`src/logic/acmx_pkg.sv`:
```
// Constants, codes and types shared by the crosspoint control block.
// Assumes a single 250 MHz system clock; all counts except U1_IDLE_CYC derive from it.
package acmx_pkg;
	// ==========================================================
	// Timing
	localparam int SYS_CLK_KHZ    = 250000;
	localparam int STRAP_HOLD_US  = 10;
	localparam int STRAP_HOLD_CYC = (STRAP_HOLD_US * SYS_CLK_KHZ + 999) / 1000;
	localparam int SBU_OPEN_MS    = 2;
	localparam int SBU_OPEN_CYC   = SBU_OPEN_MS * SYS_CLK_KHZ;
	localparam int U1_IDLE_CYC    = 256;
	// ==========================================================
	// Strap pins
	localparam int STRAP_NUM    = 7;
	localparam int STRAP_IFSEL  = 0;
	localparam int STRAP_UP0    = 1;
	localparam int STRAP_UP1    = 2;
	localparam int STRAP_DN0    = 3;
	localparam int STRAP_DN1    = 4;
	localparam int STRAP_DP0    = 5;
	localparam int STRAP_DP1    = 6;
	localparam logic [1:0] LVL_ZERO  = 2'h0;
	localparam logic [1:0] LVL_RES   = 2'h1;
	localparam logic [1:0] LVL_FLOAT = 2'h2;
	localparam logic [1:0] LVL_ONE   = 2'h3;
	// ==========================================================
	// Register offsets and fields
	localparam logic [7:0] OFS_CFG       = 8'h0a;
	localparam logic [7:0] OFS_DP_EQ     = 8'h10;
	localparam logic [7:0] OFS_SINK      = 8'h12;
	localparam logic [7:0] OFS_SNOOP     = 8'h13;
	localparam logic [7:0] OFS_STATUS    = 8'h14;
	localparam logic [7:0] OFS_USB_UP_EQ = 8'h20;
	localparam logic [7:0] OFS_USB_DN_EQ = 8'h21;
	localparam int CFG_USB_BIT   = 0;
	localparam int CFG_DP_BIT    = 1;
	localparam int CFG_FLIP_BIT  = 2;
	localparam int SNOOP_DIS_BIT = 0;
	localparam int LANE_DIS_LSB  = 1;
	localparam int SINK_LANE_LSB = 0;
	localparam int SINK_PWR_LSB  = 5;
	localparam logic [7:0] RST_REG = 8'h00;
	// ==========================================================
	// Sink register snooping
	localparam logic [19:0] DPCD_LANE_COUNT = 20'h00101;
	localparam logic [19:0] DPCD_POWER      = 20'h00600;
	localparam logic [2:0]  PWR_D3          = 3'h2;
	localparam logic [4:0]  LANES_ONE       = 5'h01;
	localparam logic [4:0]  LANES_TWO       = 5'h02;
	localparam logic [3:0]  MASK_FOUR       = 4'hf;
	localparam logic [3:0]  MASK_TWO        = 4'h3;
	localparam logic [3:0]  MASK_ONE        = 4'h1;
	// ==========================================================
	// Types
	typedef enum logic [1:0] {SBU_OPEN, SBU_NORMAL, SBU_SWAP} acmx_sbu_t;
	typedef enum logic [1:0] {USB_DISC, USB_U0, USB_U1, USB_U23} acmx_usb_t;
endpackage

```
`src/logic/acmx_strap_if.sv`:
```
// Carrier for latched strap levels between strap capture and control.
// Assumes both ends run on the system clock.
`timescale 1ns/100ps
`default_nettype none
interface acmx_strap_if;
	logic [6:0][1:0] level;
	logic            latch_pulse;
	logic            pull_iso;
	modport src (output level, output latch_pulse, output pull_iso);
	modport dst (input level, input latch_pulse, input pull_iso);
endinterface
`default_nettype wire

```
`src/logic/acmx_strap.sv`:
```
// Four-level strap capture: decodes comparator thermometers per pin.
// Assumes comparator outputs settle before internal reset releases.
`timescale 1ns/100ps
`default_nettype none
module acmx_strap
	import acmx_pkg::*;
(
	input  wire logic        i_sys_clk,
	input  wire logic        i_rst_b,
	input  wire logic [20:0] i_strap_cmp,
	acmx_strap_if.src        sif
);
	logic [6:0][1:0] level_r, level_nxt;
	logic            latched_r, latched_nxt;
	logic            pulse_r, pulse_nxt;
	logic [11:0]     hold_r, hold_nxt;
	logic            iso_r, iso_nxt;
	logic [6:0][1:0] decoded;

	// ==========================================================
	// Thermometer decode per pin
	genvar g;
	generate
		for (g = 0; g < STRAP_NUM; g++) begin : g_dec
			// 000 zero, 001 resistor, 011 float, 111 one; see RULE21
			assign decoded[g] = {i_strap_cmp[3*g+1],
				(i_strap_cmp[3*g] & ~i_strap_cmp[3*g+1]) | i_strap_cmp[3*g+2]};
		end
	endgenerate

	// Capture once after release, then isolate pulls after hold
	always_comb begin
		level_nxt   = level_r;
		latched_nxt = 1'b1;
		pulse_nxt   = 1'b0;
		hold_nxt    = hold_r;
		iso_nxt     = iso_r;
		if (!latched_r) begin
			level_nxt = decoded; // see RULE20
			pulse_nxt = 1'b1;
		end else if (!iso_r) begin
			hold_nxt = hold_r + 12'h001;
			if (hold_r == 12'(STRAP_HOLD_CYC - 1)) begin
				iso_nxt = 1'b1; // see RULE20
			end
		end
	end

	always_ff @(posedge i_sys_clk or negedge i_rst_b) begin
		if (!i_rst_b) begin
			level_r   <= '0;
			latched_r <= 1'b0;
			pulse_r   <= 1'b0;
			hold_r    <= 12'h000;
			iso_r     <= 1'b0;
		end else begin
			level_r   <= level_nxt;
			latched_r <= latched_nxt;
			pulse_r   <= pulse_nxt;
			hold_r    <= hold_nxt;
			iso_r     <= iso_nxt;
		end
	end

	assign sif.level       = level_r;
	assign sif.latch_pulse = pulse_r;
	assign sif.pull_iso    = iso_r;

	// ==========================================================
	// Checks
	chk_strap_iso_time: assert property (@(posedge i_sys_clk) disable iff (!i_rst_b)
		$rose(pulse_r) |-> !iso_r [*8]) // see RULE20
		else $error("pull isolation came too early");
	chk_strap_stable: assert property (@(posedge i_sys_clk) disable iff (!i_rst_b)
		latched_r && !pulse_r |-> $stable(level_r)) // see RULE20
		else $error("strap level changed after latch");
endmodule // acmx_strap
`default_nettype wire

```
`src/logic/acmx_snoop.sv`:
```
// Auxiliary write snooper: keeps last sink lane count and power state.
// Assumes an upstream decoder presents native writes as one-cycle pulses.
`timescale 1ns/100ps
`default_nettype none
module acmx_snoop
	import acmx_pkg::*;
(
	input  wire logic        i_sys_clk,
	input  wire logic        i_rst_b,
	input  wire logic        i_enable,
	input  wire logic        i_wr_valid,
	input  wire logic [19:0] i_wr_addr,
	input  wire logic [7:0]  i_wr_data,
	output logic      [4:0]  o_lane_count,
	output logic      [2:0]  o_power_state
);
	logic [4:0] lane_r, lane_nxt;
	logic [2:0] pwr_r, pwr_nxt;

	// Only writes seen while enabled update; stale values persist
	always_comb begin
		lane_nxt = lane_r;
		pwr_nxt  = pwr_r;
		if (i_enable && i_wr_valid) begin
			if (i_wr_addr == DPCD_LANE_COUNT) begin
				lane_nxt = i_wr_data[4:0]; // see RULE12
			end
			if (i_wr_addr == DPCD_POWER) begin
				pwr_nxt = i_wr_data[2:0]; // see RULE12
			end
		end
	end

	always_ff @(posedge i_sys_clk or negedge i_rst_b) begin
		if (!i_rst_b) begin
			lane_r <= 5'h00;
			pwr_r  <= 3'h0;
		end else begin
			lane_r <= lane_nxt;
			pwr_r  <= pwr_nxt;
		end
	end

	assign o_lane_count  = lane_r;
	assign o_power_state = pwr_r;

	chk_snoop_lane_cap: assert property (@(posedge i_sys_clk) disable iff (!i_rst_b)
		i_enable && i_wr_valid && i_wr_addr == DPCD_LANE_COUNT
		|=> lane_r == $past(i_wr_data[4:0])) // see RULE12
		else $error("lane count write not captured");
	chk_snoop_off: assert property (@(posedge i_sys_clk) disable iff (!i_rst_b)
		!i_enable |=> $stable(lane_r) && $stable(pwr_r)) // see RULE16
		else $error("snoop fields moved while disabled");
endmodule // acmx_snoop
`default_nettype wire

```
`src/logic/acmx_top.sv`:
```
// Crosspoint control: configuration decode, lane routing, sideband map,
// lane power management, equalization select and USB state tracking.
// Assumes pins synchronous to i_sys_clk and a register port fed by an I2C core.
//
// Contract
// RULE1: Interface select level zero means pin mode.
// RULE2: Enable pins decode to four configurations.
// RULE3: Display enable gates display; orientation flips.
// RULE4: Power-up defaults to USB configuration.
// RULE5: Controller pulses USB enable when unattached.
// RULE6: Sidebands follow orientation; open after 2ms.
// RULE7: USB uses pair a, pair b flipped.
// RULE8: Four-lane order follows orientation.
// RULE9: Two-lane plus USB order follows orientation.
// RULE10: LFPS disables receiver equalization.
// RULE11: USB state from physical conditions only.
// RULE12: Snoop sink lane-count and power writes.
// RULE13: Lanes follow snooped count unless D3.
// RULE14: D3 disables all display lanes.
// RULE15: Snoop on at reset; disable uses registers.
// RULE16: Pin mode: no snoop, all lanes.
// RULE17: Snooped values appear at snooped_sink_state.
// RULE18: Software disables snoop on bad traffic.
// RULE19: Source sends standard sync patterns.
// RULE20: Straps latched at reset; pulls isolated later.
// RULE21: Each strap decodes to four levels.
// RULE22: Two straps give sixteen settings per path.
// RULE23: Register bits replace pins in I2C mode.
// RULE24: Display data needs enable and hot plug.
`timescale 1ns/100ps
`default_nettype none
module acmx_top
	import acmx_pkg::*;
#(
	parameter int SBU_OPEN_COUNT = SBU_OPEN_CYC,
	parameter int U1_IDLE_COUNT  = U1_IDLE_CYC
) (
	input  wire logic        i_sys_clk,
	input  wire logic        i_rst_b,
	input  wire logic        i_usb_enable_pin,
	input  wire logic        i_display_enable_pin,
	input  wire logic        i_orientation_pin,
	input  wire logic        i_hot_plug_input,
	input  wire logic [20:0] i_strap_cmp,
	input  wire logic        i_lfps_up,
	input  wire logic        i_lfps_down,
	input  wire logic        i_far_term,
	input  wire logic        i_elec_idle,
	input  wire logic        i_ss_signal,
	input  wire logic        i_aux_wr_valid,
	input  wire logic [19:0] i_aux_wr_addr,
	input  wire logic [7:0]  i_aux_wr_data,
	input  wire logic        i_reg_wr,
	input  wire logic [7:0]  i_reg_addr,
	input  wire logic [7:0]  i_reg_wdata,
	output logic      [7:0]  o_reg_rdata,
	output logic             o_i2c_mode,
	output logic             o_power_down,
	output logic             o_usb_route_en,
	output logic             o_usb_pair_b,
	output logic      [3:0]  o_lane_en,
	output logic      [7:0]  o_lane_src,
	output logic      [1:0]  o_sbu_map,
	output logic      [3:0]  o_usb_up_eq,
	output logic             o_usb_up_eq_en,
	output logic      [3:0]  o_usb_down_eq,
	output logic             o_usb_down_eq_en,
	output logic      [3:0]  o_display_eq,
	output logic             o_strap_pull_iso,
	output logic      [1:0]  o_usb_state
);
	acmx_strap_if sif ();
	logic [4:0] snp_lanes;
	logic [2:0] snp_pwr;
	logic       usb_en, dp_en, flip, snoop_on;

	// ==========================================================
	// Submodules
	acmx_strap acmx_strap_inst (
		.i_sys_clk   (i_sys_clk),
		.i_rst_b     (i_rst_b),
		.i_strap_cmp (i_strap_cmp),
		.sif         (sif)
	);

	acmx_snoop acmx_snoop_inst (
		.i_sys_clk     (i_sys_clk),
		.i_rst_b       (i_rst_b),
		.i_enable      (snoop_on),
		.i_wr_valid    (i_aux_wr_valid),
		.i_wr_addr     (i_aux_wr_addr),
		.i_wr_data     (i_aux_wr_data),
		.o_lane_count  (snp_lanes),
		.o_power_state (snp_pwr)
	);

	// ==========================================================
	// Registers
	logic [7:0] cfg_r, cfg_nxt, snoop_r, snoop_nxt, rdata_r, rdata_nxt;
	logic [7:0] up_eq_r, up_eq_nxt;
	logic [3:0] dn_eq_r, dn_eq_nxt, dp_eq_r, dp_eq_nxt;
	logic       i2c_r;
	logic [3:0] lane_en_r;
	acmx_usb_t  usb_r, usb_nxt;
	acmx_sbu_t  sbu_r, sbu_nxt;

	// Strap latch preloads the EQ registers, so both sources agree
	always_comb begin
		cfg_nxt   = cfg_r;
		snoop_nxt = snoop_r;
		up_eq_nxt = up_eq_r;
		dn_eq_nxt = dn_eq_r;
		dp_eq_nxt = dp_eq_r;
		if (sif.latch_pulse) begin
			// Pin 0 of each pair is the upper half of the setting; see RULE22
			up_eq_nxt = {sif.level[STRAP_UP0], sif.level[STRAP_UP1],
				sif.level[STRAP_UP0], sif.level[STRAP_UP1]};
			dn_eq_nxt = {sif.level[STRAP_DN0], sif.level[STRAP_DN1]};
			dp_eq_nxt = {sif.level[STRAP_DP0], sif.level[STRAP_DP1]};
		end else if (i_reg_wr) begin
			unique case (i_reg_addr)
				OFS_CFG:       cfg_nxt   = i_reg_wdata; // see RULE23
				OFS_SNOOP:     snoop_nxt = i_reg_wdata; // see RULE15
				OFS_USB_UP_EQ: up_eq_nxt = i_reg_wdata; // see RULE22
				OFS_USB_DN_EQ: dn_eq_nxt = i_reg_wdata[3:0];
				OFS_DP_EQ:     dp_eq_nxt = i_reg_wdata[3:0];
				default:       cfg_nxt   = cfg_r;
			endcase
		end
		// Unmapped reads answer zero
		unique case (i_reg_addr)
			OFS_CFG:       rdata_nxt = cfg_r;
			OFS_SNOOP:     rdata_nxt = snoop_r;
			OFS_SINK:      rdata_nxt = {snp_pwr, snp_lanes}; // see RULE17
			OFS_STATUS:    rdata_nxt = {2'h0, lane_en_r, 2'(usb_r)};
			OFS_USB_UP_EQ: rdata_nxt = up_eq_r;
			OFS_USB_DN_EQ: rdata_nxt = {4'h0, dn_eq_r};
			OFS_DP_EQ:     rdata_nxt = {4'h0, dp_eq_r};
			default:       rdata_nxt = 8'h00;
		endcase
	end

	always_ff @(posedge i_sys_clk or negedge i_rst_b) begin
		if (!i_rst_b) begin
			cfg_r   <= RST_REG;
			snoop_r <= RST_REG; // Snoop enabled out of reset; see RULE15
			up_eq_r <= RST_REG;
			dn_eq_r <= 4'h0;
			dp_eq_r <= 4'h0;
			rdata_r <= 8'h00;
		end else begin
			cfg_r   <= cfg_nxt;
			snoop_r <= snoop_nxt;
			up_eq_r <= up_eq_nxt;
			dn_eq_r <= dn_eq_nxt;
			dp_eq_r <= dp_eq_nxt;
			rdata_r <= rdata_nxt;
		end
	end

	// ==========================================================
	// Configuration source and power-up default
	logic       seen_r, seen_nxt, ref_ok_r, ref_ok_nxt, i2c_nxt;
	logic [2:0] ref_r, ref_nxt, pins;

	assign pins = {i_display_enable_pin, i_usb_enable_pin, i_orientation_pin};

	// USB stays on until the pins first move from their reset values
	always_comb begin
		ref_ok_nxt = 1'b1;
		ref_nxt    = ref_ok_r ? ref_r : pins;
		seen_nxt   = seen_r | (ref_ok_r && pins != ref_r); // see RULE4
		i2c_nxt    = sif.level[STRAP_IFSEL] != LVL_ZERO; // see RULE1
	end

	always_ff @(posedge i_sys_clk or negedge i_rst_b) begin
		if (!i_rst_b) begin
			ref_ok_r <= 1'b0;
			ref_r    <= 3'h0;
			seen_r   <= 1'b0;
			i2c_r    <= 1'b0;
		end else begin
			ref_ok_r <= ref_ok_nxt;
			ref_r    <= ref_nxt;
			seen_r   <= seen_nxt;
			i2c_r    <= i2c_nxt;
		end
	end

	// Register bits replace pins in I2C mode; see RULE23
	always_comb begin
		if (i2c_r) begin
			usb_en = cfg_r[CFG_USB_BIT];
			dp_en  = cfg_r[CFG_DP_BIT];
			flip   = cfg_r[CFG_FLIP_BIT];
		end else if (!seen_r) begin
			usb_en = 1'b1; // see RULE4
			dp_en  = 1'b0;
			flip   = 1'b0;
		end else begin
			usb_en = i_usb_enable_pin; // see RULE2
			dp_en  = i_display_enable_pin; // see RULE3
			flip   = i_orientation_pin; // see RULE3
		end
		snoop_on = i2c_r && !snoop_r[SNOOP_DIS_BIT] && dp_en; // see RULE16
	end

	// ==========================================================
	// Lane management, sideband map and USB state
	logic [3:0]  cfg_mask, cnt_mask, lane_en_nxt;
	logic [18:0] sbu_cnt_r, sbu_cnt_nxt;
	logic [8:0]  idle_r, idle_nxt;

	always_comb begin
		// Both-high keeps lanes 0 and 1 only; see RULE2
		cfg_mask = !dp_en ? 4'h0 : (usb_en ? MASK_TWO : MASK_FOUR);
		unique case (snp_lanes)
			LANES_ONE: cnt_mask = MASK_ONE;
			LANES_TWO: cnt_mask = MASK_TWO;
			default:   cnt_mask = MASK_FOUR;
		endcase
		if (!(dp_en && i_hot_plug_input)) begin
			lane_en_nxt = 4'h0; // see RULE24
		end else if (!i2c_r) begin
			lane_en_nxt = cfg_mask; // see RULE16
		end else if (snoop_r[SNOOP_DIS_BIT]) begin
			lane_en_nxt = cfg_mask & ~snoop_r[LANE_DIS_LSB +: 4]; // see RULE15
		end else if (snp_pwr == PWR_D3) begin
			lane_en_nxt = 4'h0; // see RULE14
		end else begin
			lane_en_nxt = cfg_mask & cnt_mask; // see RULE13
		end
		// Sidebands hold their map through short display-enable drops
		sbu_nxt     = sbu_r;
		sbu_cnt_nxt = sbu_cnt_r;
		if (dp_en) begin
			sbu_cnt_nxt = 19'h00000;
			sbu_nxt     = flip ? SBU_SWAP : SBU_NORMAL; // see RULE6
		end else if (sbu_cnt_r != 19'(SBU_OPEN_COUNT)) begin
			sbu_cnt_nxt = sbu_cnt_r + 19'h00001;
		end else begin
			sbu_nxt = SBU_OPEN; // see RULE6
		end
		// Physical conditions only, no traffic decode; see RULE11
		usb_nxt  = usb_r;
		idle_nxt = 9'h000;
		if (!usb_en || !i_far_term) begin
			usb_nxt = USB_DISC;
		end else begin
			unique case (usb_r)
				USB_DISC: usb_nxt = USB_U0;
				USB_U0:   usb_nxt = i_elec_idle ? USB_U1 : USB_U0;
				USB_U1: begin
					idle_nxt = idle_r + 9'h001;
					if (i_ss_signal || i_lfps_up || i_lfps_down) begin
						usb_nxt = USB_U0;
					end else if (idle_r == 9'(U1_IDLE_COUNT - 1)) begin
						usb_nxt = USB_U23;
					end
				end
				USB_U23:  usb_nxt = (i_lfps_up || i_lfps_down) ? USB_U0 : USB_U23;
			endcase
		end
	end

	always_ff @(posedge i_sys_clk or negedge i_rst_b) begin
		if (!i_rst_b) begin
			lane_en_r <= 4'h0;
			sbu_r     <= SBU_OPEN;
			sbu_cnt_r <= 19'h00000;
			usb_r     <= USB_DISC;
			idle_r    <= 9'h000;
		end else begin
			lane_en_r <= lane_en_nxt;
			sbu_r     <= sbu_nxt;
			sbu_cnt_r <= sbu_cnt_nxt;
			usb_r     <= usb_nxt;
			idle_r    <= idle_nxt;
		end
	end

	// ==========================================================
	// Output registers
	always_ff @(posedge i_sys_clk or negedge i_rst_b) begin
		if (!i_rst_b) begin
			o_power_down     <= 1'b0;
			o_usb_route_en   <= 1'b0;
			o_usb_pair_b     <= 1'b0;
			o_lane_src       <= 8'h00;
			o_usb_up_eq      <= 4'h0;
			o_usb_up_eq_en   <= 1'b0;
			o_usb_down_eq    <= 4'h0;
			o_usb_down_eq_en <= 1'b0;
			o_display_eq     <= 4'h0;
		end else begin
			o_power_down     <= !usb_en && !dp_en; // see RULE2
			o_usb_route_en   <= usb_en; // see RULE7
			o_usb_pair_b     <= flip; // see RULE7
			// Lane i takes TXB,RXB,RXA,TXA unflipped, reversed flipped; see RULE8
			o_lane_src       <= flip ? 8'he4 : 8'h1b; // see RULE9
			o_usb_up_eq      <= flip ? up_eq_r[7:4] : up_eq_r[3:0];
			o_usb_up_eq_en   <= !i_lfps_up; // see RULE10
			o_usb_down_eq    <= dn_eq_r;
			o_usb_down_eq_en <= !i_lfps_down; // see RULE10
			o_display_eq     <= dp_eq_r;
		end
	end

	assign o_reg_rdata      = rdata_r;
	assign o_i2c_mode       = i2c_r;
	assign o_lane_en        = lane_en_r;
	assign o_sbu_map        = 2'(sbu_r);
	assign o_strap_pull_iso = sif.pull_iso;
	assign o_usb_state      = 2'(usb_r);

	// ==========================================================
	// Checks
	chk_lfps_eq_off: assert property (@(posedge i_sys_clk) disable iff (!i_rst_b)
		i_lfps_up |=> !o_usb_up_eq_en) // see RULE10
		else $error("equalization on during LFPS");
	chk_d3_lanes_off: assert property (@(posedge i_sys_clk) disable iff (!i_rst_b)
		i2c_r && !snoop_r[SNOOP_DIS_BIT] && snp_pwr == PWR_D3 |=> o_lane_en == 4'h0)
		else $error("lanes active in D3"); // see RULE14
	chk_hpd_gate: assert property (@(posedge i_sys_clk) disable iff (!i_rst_b)
		!i_hot_plug_input |=> o_lane_en == 4'h0) // see RULE24
		else $error("lanes active without hot plug");
	chk_pin_all_lanes: assert property (@(posedge i_sys_clk) disable iff (!i_rst_b)
		!i2c_r && seen_r && i_display_enable_pin && !i_usb_enable_pin && i_hot_plug_input
		|=> o_lane_en == 4'hf) // see RULE16
		else $error("pin mode four lanes not enabled");
	chk_sbu_open_late: assert property (@(posedge i_sys_clk) disable iff (!i_rst_b)
		$fell(dp_en) && sbu_r != SBU_OPEN |-> sbu_r != SBU_OPEN [*8]) // see RULE6
		else $error("sidebands opened too early");
	chk_powerup_usb: assert property (@(posedge i_sys_clk) disable iff (!i_rst_b)
		!i2c_r && !seen_r |=> o_usb_route_en && !o_power_down) // see RULE4
		else $error("power-up default not USB");
	chk_sink_readback: assert property (@(posedge i_sys_clk) disable iff (!i_rst_b)
		i_reg_addr == OFS_SINK |=> o_reg_rdata == {$past(snp_pwr), $past(snp_lanes)})
		else $error("sink state readback wrong"); // see RULE17
	cov_four_lane: cover property (@(posedge i_sys_clk) disable iff (!i_rst_b)
		o_lane_en == 4'hf);
	cov_sbu_swap: cover property (@(posedge i_sys_clk) disable iff (!i_rst_b)
		sbu_r == SBU_SWAP ##1 sbu_r == SBU_OPEN);
	cov_usb_u23: cover property (@(posedge i_sys_clk) disable iff (!i_rst_b)
		usb_r == USB_U23 ##1 usb_r == USB_U0);
endmodule // acmx_top
`default_nettype wire

```
`config.mk`:
```
export PLATFORM = sky130hd
export DESIGN_NAME = acmx_top
export DESIGN_NICKNAME = d
export VERILOG_FILES = /design/src/logic/acmx_pkg.sv /design/src/logic/acmx_strap_if.sv /design/src/logic/acmx_strap.sv /design/src/logic/acmx_snoop.sv /design/src/logic/acmx_top.sv
export SDC_FILE = /design/constraint.sdc
export NUM_CORES = 1
export LEC_CHECK = 0
export ABC_AREA = 1
export BUFFER_PORTS_ARGS = -buffer_cell sky130_fd_sc_hd__buf_2
export CELL_PAD_IN_SITES_DETAIL_PLACEMENT = 0
export CELL_PAD_IN_SITES_GLOBAL_PLACEMENT = 2
export CORE_ASPECT_RATIO = 1.75
export CORE_MARGIN = 10
export CORE_UTILIZATION = 36
export CTS_BUF_LIST = sky130_fd_sc_hd__clkbuf_8
export CTS_CLUSTER_SIZE = 16
export DETAILED_ROUTE_END_ITERATION = 16
export GPL_ROUTABILITY_DRIVEN = 0
export PLACE_DENSITY_LB_ADDON = 0.1
export SLEW_MARGIN = 10
export SYNTH_ARGS = -nofsm -noshare
export SYNTH_HDL_FRONTEND = slang
export SYNTH_SLANG_ARGS = --single-unit
```
`constraint.sdc`:
```
create_clock -name i_sys_clk -period 2.3 [get_ports i_sys_clk]
set_input_delay 0.46 -clock i_sys_clk [delete_from_list [all_inputs] [get_ports i_sys_clk]]
set_output_delay 0.46 -clock i_sys_clk [all_outputs]
set_load 0.005 [all_outputs]
```
==> out/metrics.yaml, run 1 <==
grt_use_met3: 0.03663
crit_path_max_fanout: 10
r2r_setup_slack_ps: 620
cts_buffers: 17
htree_num_levels: 4
wl_per_cell_um: 14.96
power.density_nw_per_um2: 685.9
regArea_sq_um: 3403
initial_utilization: 0.3657
cts.sinks: 136
outcome: "complete, no violations"
root_buffer: "clkbuf_8"
layout.nets: 1008
syn_nets: 876
hpwlAfterDp_um: 14110
maxSlewViolCount: 0
synth_common_cells: "206 x nand2_1, 136 x dfrtp_1, 110 x nor2_1, 84 x inv_1, 73 x nand3_1"
cp-end-kind: "register"
clk_latency_ps: 430
totalPowerFinal_w: 0.005295
rsz0062_at_grt: "no"
yosysUniqueCellTypes: 34
firstDrtPassIters: 5
synthArstFlopShare: 1.000
grt_util_all_layers: 0.1541
fin_cells: 1169
drc: 0
finalWorstSetupSlack_ps: 623.8
hold_class: "input port to register"
worstSetupStartpoint: "o_i2c_mode"
ys_warn_count: 0
io_buffer_count: 117
yosys-top-cells-area: "dfrtp_1 53%, nand2_1 12%, nor2_1 6.4%"
yosys.area.top_type: "dfrtp_1"
syn_area_sq_um: 6414
io_pins: 121
synth_seq_cells: 136
skew_ps: 15.79
cts_tree: "yes"
hold_viol: 0
maxClockFrequency_ghz: 0.5966
multiInputGateArea_sq_um: 2551
r2r-end: "idle_r[7]"
wl_um: 17490
synth_top_area_share: 0.5306
min_from: "i_lfps_up"
hold_end: "o_usb_up_eq_en"
core.rowCount: 64
clkTransAtPathRegs_ps: 90
dp.cells: 1136
tns_ps: 0
grt_pass1_vias: 6038
grt.overflow.total: 0
fin_crit_sh: 0.7288
rr_worst_depth: 6
grt_max_degree: 45
worstPathArrival_ps: 2030
slew_headroom: 0.6334
synth_area_per_cell_sq_um: 8.088
die_h_um: 196.6
grt_use_met2: 0.2829
whs_path_depth: 2
cts_buffer_depth: 2
setup_viol: 0
core_area_sq_um: 17540
yosysMostFrequentCell: "nand2_1"
synth_edf_count: 0
busiest_layer: "met2"
vdd_drop_max_v: 0.0004558
ys_seq_area_frac: 0.5306
dp_slack_ps: 231.0
num_vias: 5522
path_class: "register to register"
ctsResizeCount: 0
grt_pass1_wl_um: 29480
reg2reg_from: "o_i2c_mode"
grt_use_met1: 0.1600
drtIter0Drc: 233
synth_cells: 793
insertedDiodeCount: 0
syn_to_final_growth_pct: 20.37
antenna_found_initial: 0
die-area_sq_um: 23760
antenna_left: 0
die_x_um: 120.9
vias_per_cell: 4.724
post-route-min-period_ps: 1676
synth_ff_type: "dfrtp_1"
critPathLaunchType: "register"
power_leakage_nw: 3.842
drv_cap: 0
drive_gt1_frac: 0.1919
crit_required_ps: 2660
fillers: 1815
tightestPinTransition_ps: 547.9
[how the worst max path moves through the flow]
stage | end | slack (ps) | cells after the start
after floorplan | dp_eq_r[0] | 790 | 7
after global placement | up_eq_r[3] | 310 | 7
after detailed placement | dp_eq_r[0] | 230 | 7
after CTS | idle_r[7] | 560 | 6
after global routing | idle_r[3] | 380 | 6
final | idle_r[7] | 620 | 6
[cell families after synthesis]
group | after synthesis | synth area share
DFF | 136 | 0.5306
and+or+nand+nor | 433 | 0.2891
adders and majority gates | 5 | 0.009754
xor gates and xnor gates | 17 | 0.02321
other | 1 | 0.0005847
AOI/OAI and AO/OA | 90 | 0.07511
buffers and inverters | 111 | 0.07159
[worst max-delay path, stage by stage (launching register included)]
cell and delay [ps]:
dfrtp_1 560, inv_1 120, nand3_1 130, nand2_1 190
inv_1 170, nand3_1 240, a21oi_1 190
[timing repair]
| item | CTS | global route |
|---|---|---|
| buffers inserted | 0 | 0 |
| endpoints found under the hold margin | 40 | 0 |
| hold buffers | 1 | 0 |
[stage by stage]
step / instance area [sq um] / hold WS, ps / util
after floorplan: 6414 / 164.4 / -
after global placement: 7310 / 411.5 / 0.4168
after detailed placement: 7310 / 402.0 / 0.4168
after CTS: 7720 / 153.4 / 0.4402
after global routing: 7720 / 162.8 / 0.4402
final: 7720 / 187.7 / 0.4402
[cells in the final DEF, fill, tap and decap left out, types with 2 or more instances in the layout]
cell type and count:
or2_2 2, a21oi_1 15, nand2_2 2, nand2_1 206
dfrtp_1 136, clkbuf_8 17, inv_2 3, buf_4 16
inv_6 6, nor3_1 18, nand3b_1 3, buf_2 116
nand4_1 10, nand3_1 73, inv_1 84, ha_1 5
nor3_4 3, clkinv_1 2, xor2_1 13, o21ai_0 62
o211ai_1 8, o2111ai_1 2, nor2_1 110, xnor2_1 4
bufinv_16 2, clkinvlp_4 5, nand3_2 2
[flip-flops by register name (all words and copies together) (netlist names), 4 cells and up]
name and flops:
acmx_snoop_inst.o_lane_count 5, acmx_strap_inst.hold_r 12, acmx_strap_inst.sif.level 14, cfg_r 8, dn_eq_r 4, dp_eq_r 4
idle_r 9, o_display_eq 4, o_lane_en 4, o_reg_rdata 8, o_usb_down_eq 4, o_usb_up_eq 4
sbu_cnt_r 19, snoop_r 8, up_eq_r 8
[per-layer routing]
layer  vias up  wire length [um]
met4         0               445
li1       2795                 -
met5         -                 0
met1      2582              6782
met2       120              9457
met3        25               805
[final cells by class]
class | instances | area share
clock buffer | 17 | 0.03031
clock inverter | 15 | 0.02156
inverter | 89 | 0.04327
multi-input combinational | 546 | 0.3305
sequential | 136 | 0.4408
tap | 231 | 0.03744
timing repair buffer | 135 | 0.09611
[where the power goes]
group | switching [W] | total, W | internal [W] | leakage (nW)
clock | 0.00101 | 0.00200 | 0.000988 | 0.188
combinational | 0.000350 | 0.000594 | 0.000243 | 1.97
sequential | 0.000134 | 0.00271 | 0.00257 | 1.68
total | 0.00149 | 0.00529 | 0.00380 | 3.84
Note: power is estimated with default switching activity, not from simulation.
==> inputs of run 2 (changes only) <==
--- a/config.mk
+++ b/config.mk
@@ -11,7 +11,7 @@
 export CELL_PAD_IN_SITES_GLOBAL_PLACEMENT = 2
 export CORE_ASPECT_RATIO = 1.75
 export CORE_MARGIN = 10
-export CORE_UTILIZATION = 36
+export CORE_UTILIZATION = 30
 export CTS_BUF_LIST = sky130_fd_sc_hd__clkbuf_8
 export CTS_CLUSTER_SIZE = 16
 export DETAILED_ROUTE_END_ITERATION = 16
==> constraint.sdc (replaced) <==
create_clock -name i_sys_clk -period 1.45 [get_ports i_sys_clk]
set_input_delay 0.29 -clock i_sys_clk [delete_from_list [all_inputs] [get_ports i_sys_clk]]
set_output_delay 0.29 -clock i_sys_clk [all_outputs]
set_load 0.005 [all_outputs]
==> run 2 against run 1 <==
Compared with the run above: non-clock buffer count is 67 higher; total power is 68% higher; combinational power rose by 89%; wire length rose by 9.5%; final cell count is 7.6% higher; worst setup slack got worse by 610 ps; register-to-register slack worse by 580 ps.
==> out/metrics.yaml, run 2 (synthesized netlist as in run 1, its figures left out) <==
final_cell_area_sq_um: 8496  # +10%
hold_class: "input port to register"
firstDrtPassIters: 4  # -1
reg2reg_from: "o_i2c_mode"
core_area_sq_um: 21020  # +20%
hold_viol: 0  # unchanged
wl_um: 19160  # +9.5%
worstSetupEndpoint: "o_i2c_mode"
grt_max_degree: 45  # unchanged
drtIter0Drc: 302  # +30%
path_class: "register to output port"
rsz0062_at_grt: "yes"
grt_util_all_layers: 0.1428  # -0.01128
path_buf_inv: 2  # unchanged
initial_utilization: 0.3051  # -0.06061
maxClockFrequency_ghz: 0.6945
insertedDiodeCount: 0  # unchanged
die_h_um: 213.4  # +8.6%
cpMostUsedCell: "buf_6"
worstPathArrival_ps: 1150  # -880 ps
power.density_nw_per_um2: 1050  # +53%
tns_ps: 0  # unchanged
outcome: "complete, no violations"
io_buffer_count: 117  # unchanged
antenna_found_initial: 0  # unchanged
core.rowCount: 70  # +9.4%
root_buffer: "clkbuf_8"
final_util: 0.4042  # -0.03604
layout.nets: 1076  # +6.7%
fin_cells: 1258  # +7.6%
setup_viol: 0  # unchanged
grt_pass1_wl_um: 30970  # +5.1%
path_delay_family: "flip-flops"
skew_ps: 8.091  # -7.704 ps
worst-path-stages: 2  # -4
cts_buffer_depth: 2  # unchanged
cts_buffers: 17  # unchanged
fin_crit_sh: 0.9931
min_from: "i_strap_cmp[3]"
cpMaxStageDelayCell: "dfrtp_2"
worstPathCellList: "buf_6, buf_6"
cp-end-kind: "output port"
maxSlewViolCount: 0  # unchanged
power_leakage_nw: 4.206  # +9.5%
grt_pass1_vias: 6118  # +1.3%
htree_num_levels: 4  # unchanged
die-area_sq_um: 27860  # +17%
finalWorstSetupSlack_ps: 10.05  # -613.8 ps
hpwlAfterDp_um: 15270  # +8.2%
cts.sinks: 136  # unchanged
drv_cap: 0  # unchanged
most-common-layout-cells: "200 x nand2_1, 134 x dfrtp_1, 115 x buf_2, 99 x nor2_1, 78 x inv_1"
cpPeakStageDelay_ps: 460  # -100 ps
r2r-end: "o_sbu_map[1]"
layout_commonest_cell: "nand2_1"
largest_register_ffs: 19  # unchanged
clk_latency_ps: 460  # +30 ps
io_pins: 121  # unchanged
grt.overflow.total: 0  # unchanged
worstSetupStartpoint: "o_i2c_mode"
crit_required_ps: 1160  # -1500 ps
num_vias: 5765  # +4.4%
drive_gt1_frac: 0.2833  # +0.09140
clkTransAtPathRegs_ps: 80  # about the same
crit_path_max_fanout: 5  # -5
die_x_um: 130.5  # +8.0%
vdd_drop_max_v: 0.0007489  # +64%
place_area_sq_um: 7749  # +6.0%
regMostFlops: "sbu_cnt_r"
critPathLaunchType: "register"
dp.cells: 1207  # +6.3%
wl_per_cell_um: 15.23  # +1.8%
cts_tree: "yes"
vias_per_cell: 4.583  # -3.0%
post-route-min-period_ps: 1440
syn_to_final_growth_pct: 32.46
r2r_setup_slack_ps: 40  # -580 ps
antenna_left: 0  # unchanged
drc: 0  # unchanged
dp_slack_ps: -74.75  # -305.8 ps
rr_worst_depth: 5  # -1
==> run 2: repair_timing <==
action,in CTS,in global routing
endpoints found under the setup margin,18,45
hold buffers,3,0
pin swaps,1,18
hold endpoints to repair,82,0
setup buffers,0,15
cloned,0,1
resized for setup,8,47
==> run 2: layout make-up <==
cell class,count,area (sq um)
Clock buffer,18,247.7
Clock inverter,14,198.9
Fill cell,2224,12520
Inverter,89,337.8
Multi-Input combinational cell,547,2689
Sequential cell,136,3406
Tap cell,252,315.3
Timing Repair Buffer,202,1301
==> run 2: where the power goes <==
group	switching, W	leakage (nW)	internal, W
Sequential	0.000205	1.68	0.00408
Clock	0.00158	0.211	0.00193
Combinational	0.000620	2.32	0.000502
Total	0.00241	4.21	0.00651
==> run 2: routing by layer <==
layer | track usage | part of all wire | vias up | routed length, um
met1 | 0.1578 | 0.40 | 2688 | 7614
li1 | - | - | 2925 | -
met5 | 0 | 0 | - | 0
met2 | 0.2481 | 0.52 | 115 | 10060
met3 | 0.03635 | 0.044 | 37 | 835
met4 | 0.06816 | 0.034 | 0 | 649
==> run 2: worst min path at each step <==
stage,to,slack (ps),depth (start not counted)
6_report,acmx_strap_inst.sif.level[2],40,3
5_1_grt,acmx_strap_inst.sif.level[2],7,3
4_1_cts,acmx_strap_inst.sif.level[2],0.6,3
3_5_place_dp,acmx_snoop_inst.o_lane_count[2],170,1
3_3_place_gp,acmx_snoop_inst.o_lane_count[3],180,1
2_1_floorplan,acmx_snoop_inst.o_lane_count[0],-6,0
==> run 2: tightest hold or removal path: stages <==
cell and delay [ps]:
buf_2 70, nand2_1 40, nand3_1 50
==> run 2: through the flow <==
stage | hold WS (ps) | total power, W
after global routing | 6.713 | 0.009422
after detailed placement | 172.6 | 0.005401
final | 35.55 | 0.008916
after floorplan | -5.591 | 0.004833
after global placement | 175.7 | 0.005370
after CTS | 0.5549 | 0.008988
==> inputs of run 3 (changes only) <==
--- a/config.mk
+++ b/config.mk
@@ -11,12 +11,13 @@
 export CELL_PAD_IN_SITES_GLOBAL_PLACEMENT = 2
 export CORE_ASPECT_RATIO = 1.75
 export CORE_MARGIN = 10
-export CORE_UTILIZATION = 30
+export CORE_UTILIZATION = 36
 export CTS_BUF_LIST = sky130_fd_sc_hd__clkbuf_8
 export CTS_CLUSTER_SIZE = 16
 export DETAILED_ROUTE_END_ITERATION = 16
 export GPL_ROUTABILITY_DRIVEN = 0
 export PLACE_DENSITY_LB_ADDON = 0.1
+export REMOVE_ABC_BUFFERS = 1
 export SLEW_MARGIN = 10
 export SYNTH_ARGS = -nofsm -noshare
 export SYNTH_HDL_FRONTEND = slang
==> constraint.sdc (replaced) <==
create_clock -name i_sys_clk -period 1.8 [get_ports i_sys_clk]
set_input_delay 0.36 -clock i_sys_clk [delete_from_list [all_inputs] [get_ports i_sys_clk]]
set_output_delay 0.36 -clock i_sys_clk [all_outputs]
set_load 0.005 [all_outputs]
==> run 3 against run 2 <==
Compared with the run above: total power is 26% lower; clock skew is 8.0 ps higher; hold slack better by 43 ps; critical endpoint is now acmx_snoop_inst.o_power_state[2]; first-iteration DRC count is 12% lower.
==> out/metrics.yaml, run 3 (synthesized netlist as in run 1, its figures left out) <==
vdd_drop_max_v: 0.0005310  # -29%
cts_tree: "yes"
drc: 0  # unchanged
regMostFlops: "sbu_cnt_r"
crit_path_max_fanout: 6  # +1
cts_buffer_depth: 2  # unchanged
cp-end-kind: "register"
post-route-min-period_ps: 1593
largest_register_ffs: 19  # unchanged
firstDrtPassIters: 4  # unchanged
fillers: 1792  # -19%
grt_util_all_layers: 0.1551  # +0.01230
io_buffer_count: 117  # unchanged
antenna_found_initial: 0  # unchanged
power.density_nw_per_um2: 839.0  # -20%
grt_max_degree: 46  # +2.2%
hold_class: "input port to register"
most-common-layout-cells: "206 x nand2_1, 135 x dfrtp_1, 116 x buf_2, 110 x nor2_1, 85 x inv_1"
cts_buffers: 17  # unchanged
drv_cap: 0  # unchanged
layout.nets: 1020  # -5.2%
insertedDiodeCount: 0  # unchanged
clockPowerShare: 0.354  # -0.040
die-area_sq_um: 23760  # -15%
combPwrFrac: 0.118  # -0.008
fin_crit_sh: 0.8852
crit_required_ps: 2160  # +1000 ps
vias_per_cell: 4.722  # +3.0%
grt.overflow.total: 0  # unchanged
wl_um: 17780  # -7.2%
grt_pass1_vias: 5861  # -4.2%
maxClockFrequency_ghz: 0.6276
rsz0062_at_grt: "no"
wl_per_cell_um: 15.07  # -1.0%
worstPathArrival_ps: 1950  # +800 ps
hpwlAfterDp_um: 14080  # -7.8%
clkTransAtPathRegs_ps: 80  # about the same
maxSlewViolCount: 0  # unchanged
skew_ps: 16.05  # +7.964 ps
reg2reg_from: "snoop_r[0]"
swShare: 0.2811  # +0.01116
drtIter0Drc: 265  # -12%
num_vias: 5572  # -3.3%
tns_ps: 0  # unchanged
critPathLaunchType: "register"
setup_viol: 0  # unchanged
power.internal_w: 0.004715  # -28%
path_class: "register to register"
io_pins: 121  # unchanged
root_buffer: "clkbuf_8"
worstSetupStartpoint: "snoop_r[0]"
cts_setup_buffers: 0  # unchanged
initial_utilization: 0.3657  # +0.06061
core.rowCount: 64  # -8.6%
grt_pass1_wl_um: 29040  # -6.3%
power_leakage_nw: 3.912  # -7.0%
layout_commonest_cell: "nand2_1"
power_frac_seq: 0.528  # +0.047
htree_num_levels: 4  # unchanged
hold_viol: 0  # unchanged
cts.sinks: 136  # unchanged
core_area_sq_um: 17540  # -17%
syn_to_final_growth_pct: 21.89
antenna_left: 0  # unchanged
switchingPower_w: 0.001843  # -23%
drive_gt1_frac: 0.2013  # -0.08204
clk_latency_ps: 450  # about the same
timing.hold.ws_ps: 78.70  # +43.15 ps
outcome: "complete, no violations"
die_h_um: 196.6  # -7.9%
min_from: "i_lfps_down"
die_x_um: 120.9  # -7.4%
-- run 3: area by class of cell --
cell class | instances | area [sq um] | area share
repair buffers | 147 | 882.1 | 0.1128
flip-flops and latches | 136 | 3405 | 0.4355
well taps | 231 | 289.0 | 0.03697
clock buffers | 18 | 247.7 | 0.03169
clock inverters | 13 | 108.9 | 0.01392
inverters | 89 | 334.1 | 0.04273
multi-input cells | 546 | 2551 | 0.3263
-- run 3: through the flow --
step | utilization | setup slack [ps] | instance area, sq um | power (W) | cells
2_1_floorplan | - | 14.95 | 6289 | 0.003862 | 771
3_3_place_gp | 0.4248 | 150.1 | 7450 | 0.004279 | 1148
3_5_place_dp | 0.4248 | 105.6 | 7450 | 0.004314 | 1148
4_1_cts | 0.4457 | 82.52 | 7816 | 0.006649 | 1180
5_1_grt | 0.4458 | 12.25 | 7818 | 0.006926 | 1180
6_report | 0.4458 | 206.7 | 7818 | 0.006559 | 1180
-- run 3: critical path: stages, from the launching register on --
cell and delay [ps]:
dfrtp_1 470, or2_2 320, nor3_1 270, nand3_1 220, o21ai_0 220
-- run 3: what timing repair did --
| action | 4_1_cts | 5_1_grt |
|---|---|---|
| hold buffers | 1 | 0 |
| gates resized for setup | 0 | 1 |
| endpoints found under the setup margin | 0 | 2 |
| hold endpoints to repair | 27 | 0 |
-- run 3: worst paths after layout --
| kind | slack [ps] | to | cells after the start |
|---|---|---|---|
| worst min register to register | 420 | o_usb_down_eq[0] | 0 |
| min in group asynchronous | 350 | sbu_cnt_r[8] | 2 |
| worst max-delay path | 210 | acmx_snoop_inst.o_power_state[2] | 4 |
| max in group asynchronous | 870 | acmx_strap_inst.hold_r[5] | 3 |
| worst max register to register | 210 | acmx_snoop_inst.o_power_state[2] | 4 |
| worst min-delay path | 80 | o_usb_down_eq_en | 2 |
-- run 3: per-layer routing --
layer	share of wire	global-route usage
met5	0	0
met4	0.020	0.06329
met3	0.049	0.04493
met2	0.54	0.2798
met1	0.39	0.1631
-- run 3: power groups by stage --
| stage | Combinational, W | Clock (W) | Sequential, W |
|---|---|---|---|
| after floorplan | 0.000370 | 0 | 0.00349 |
| after global routing | 0.000899 | 0.00253 | 0.00350 |
| after CTS | 0.000797 | 0.00239 | 0.00347 |
| final | 0.000775 | 0.00232 | 0.00346 |
| after detailed placement | 0.000789 | 0 | 0.00353 |
| after global placement | 0.000765 | 0 | 0.00351 |
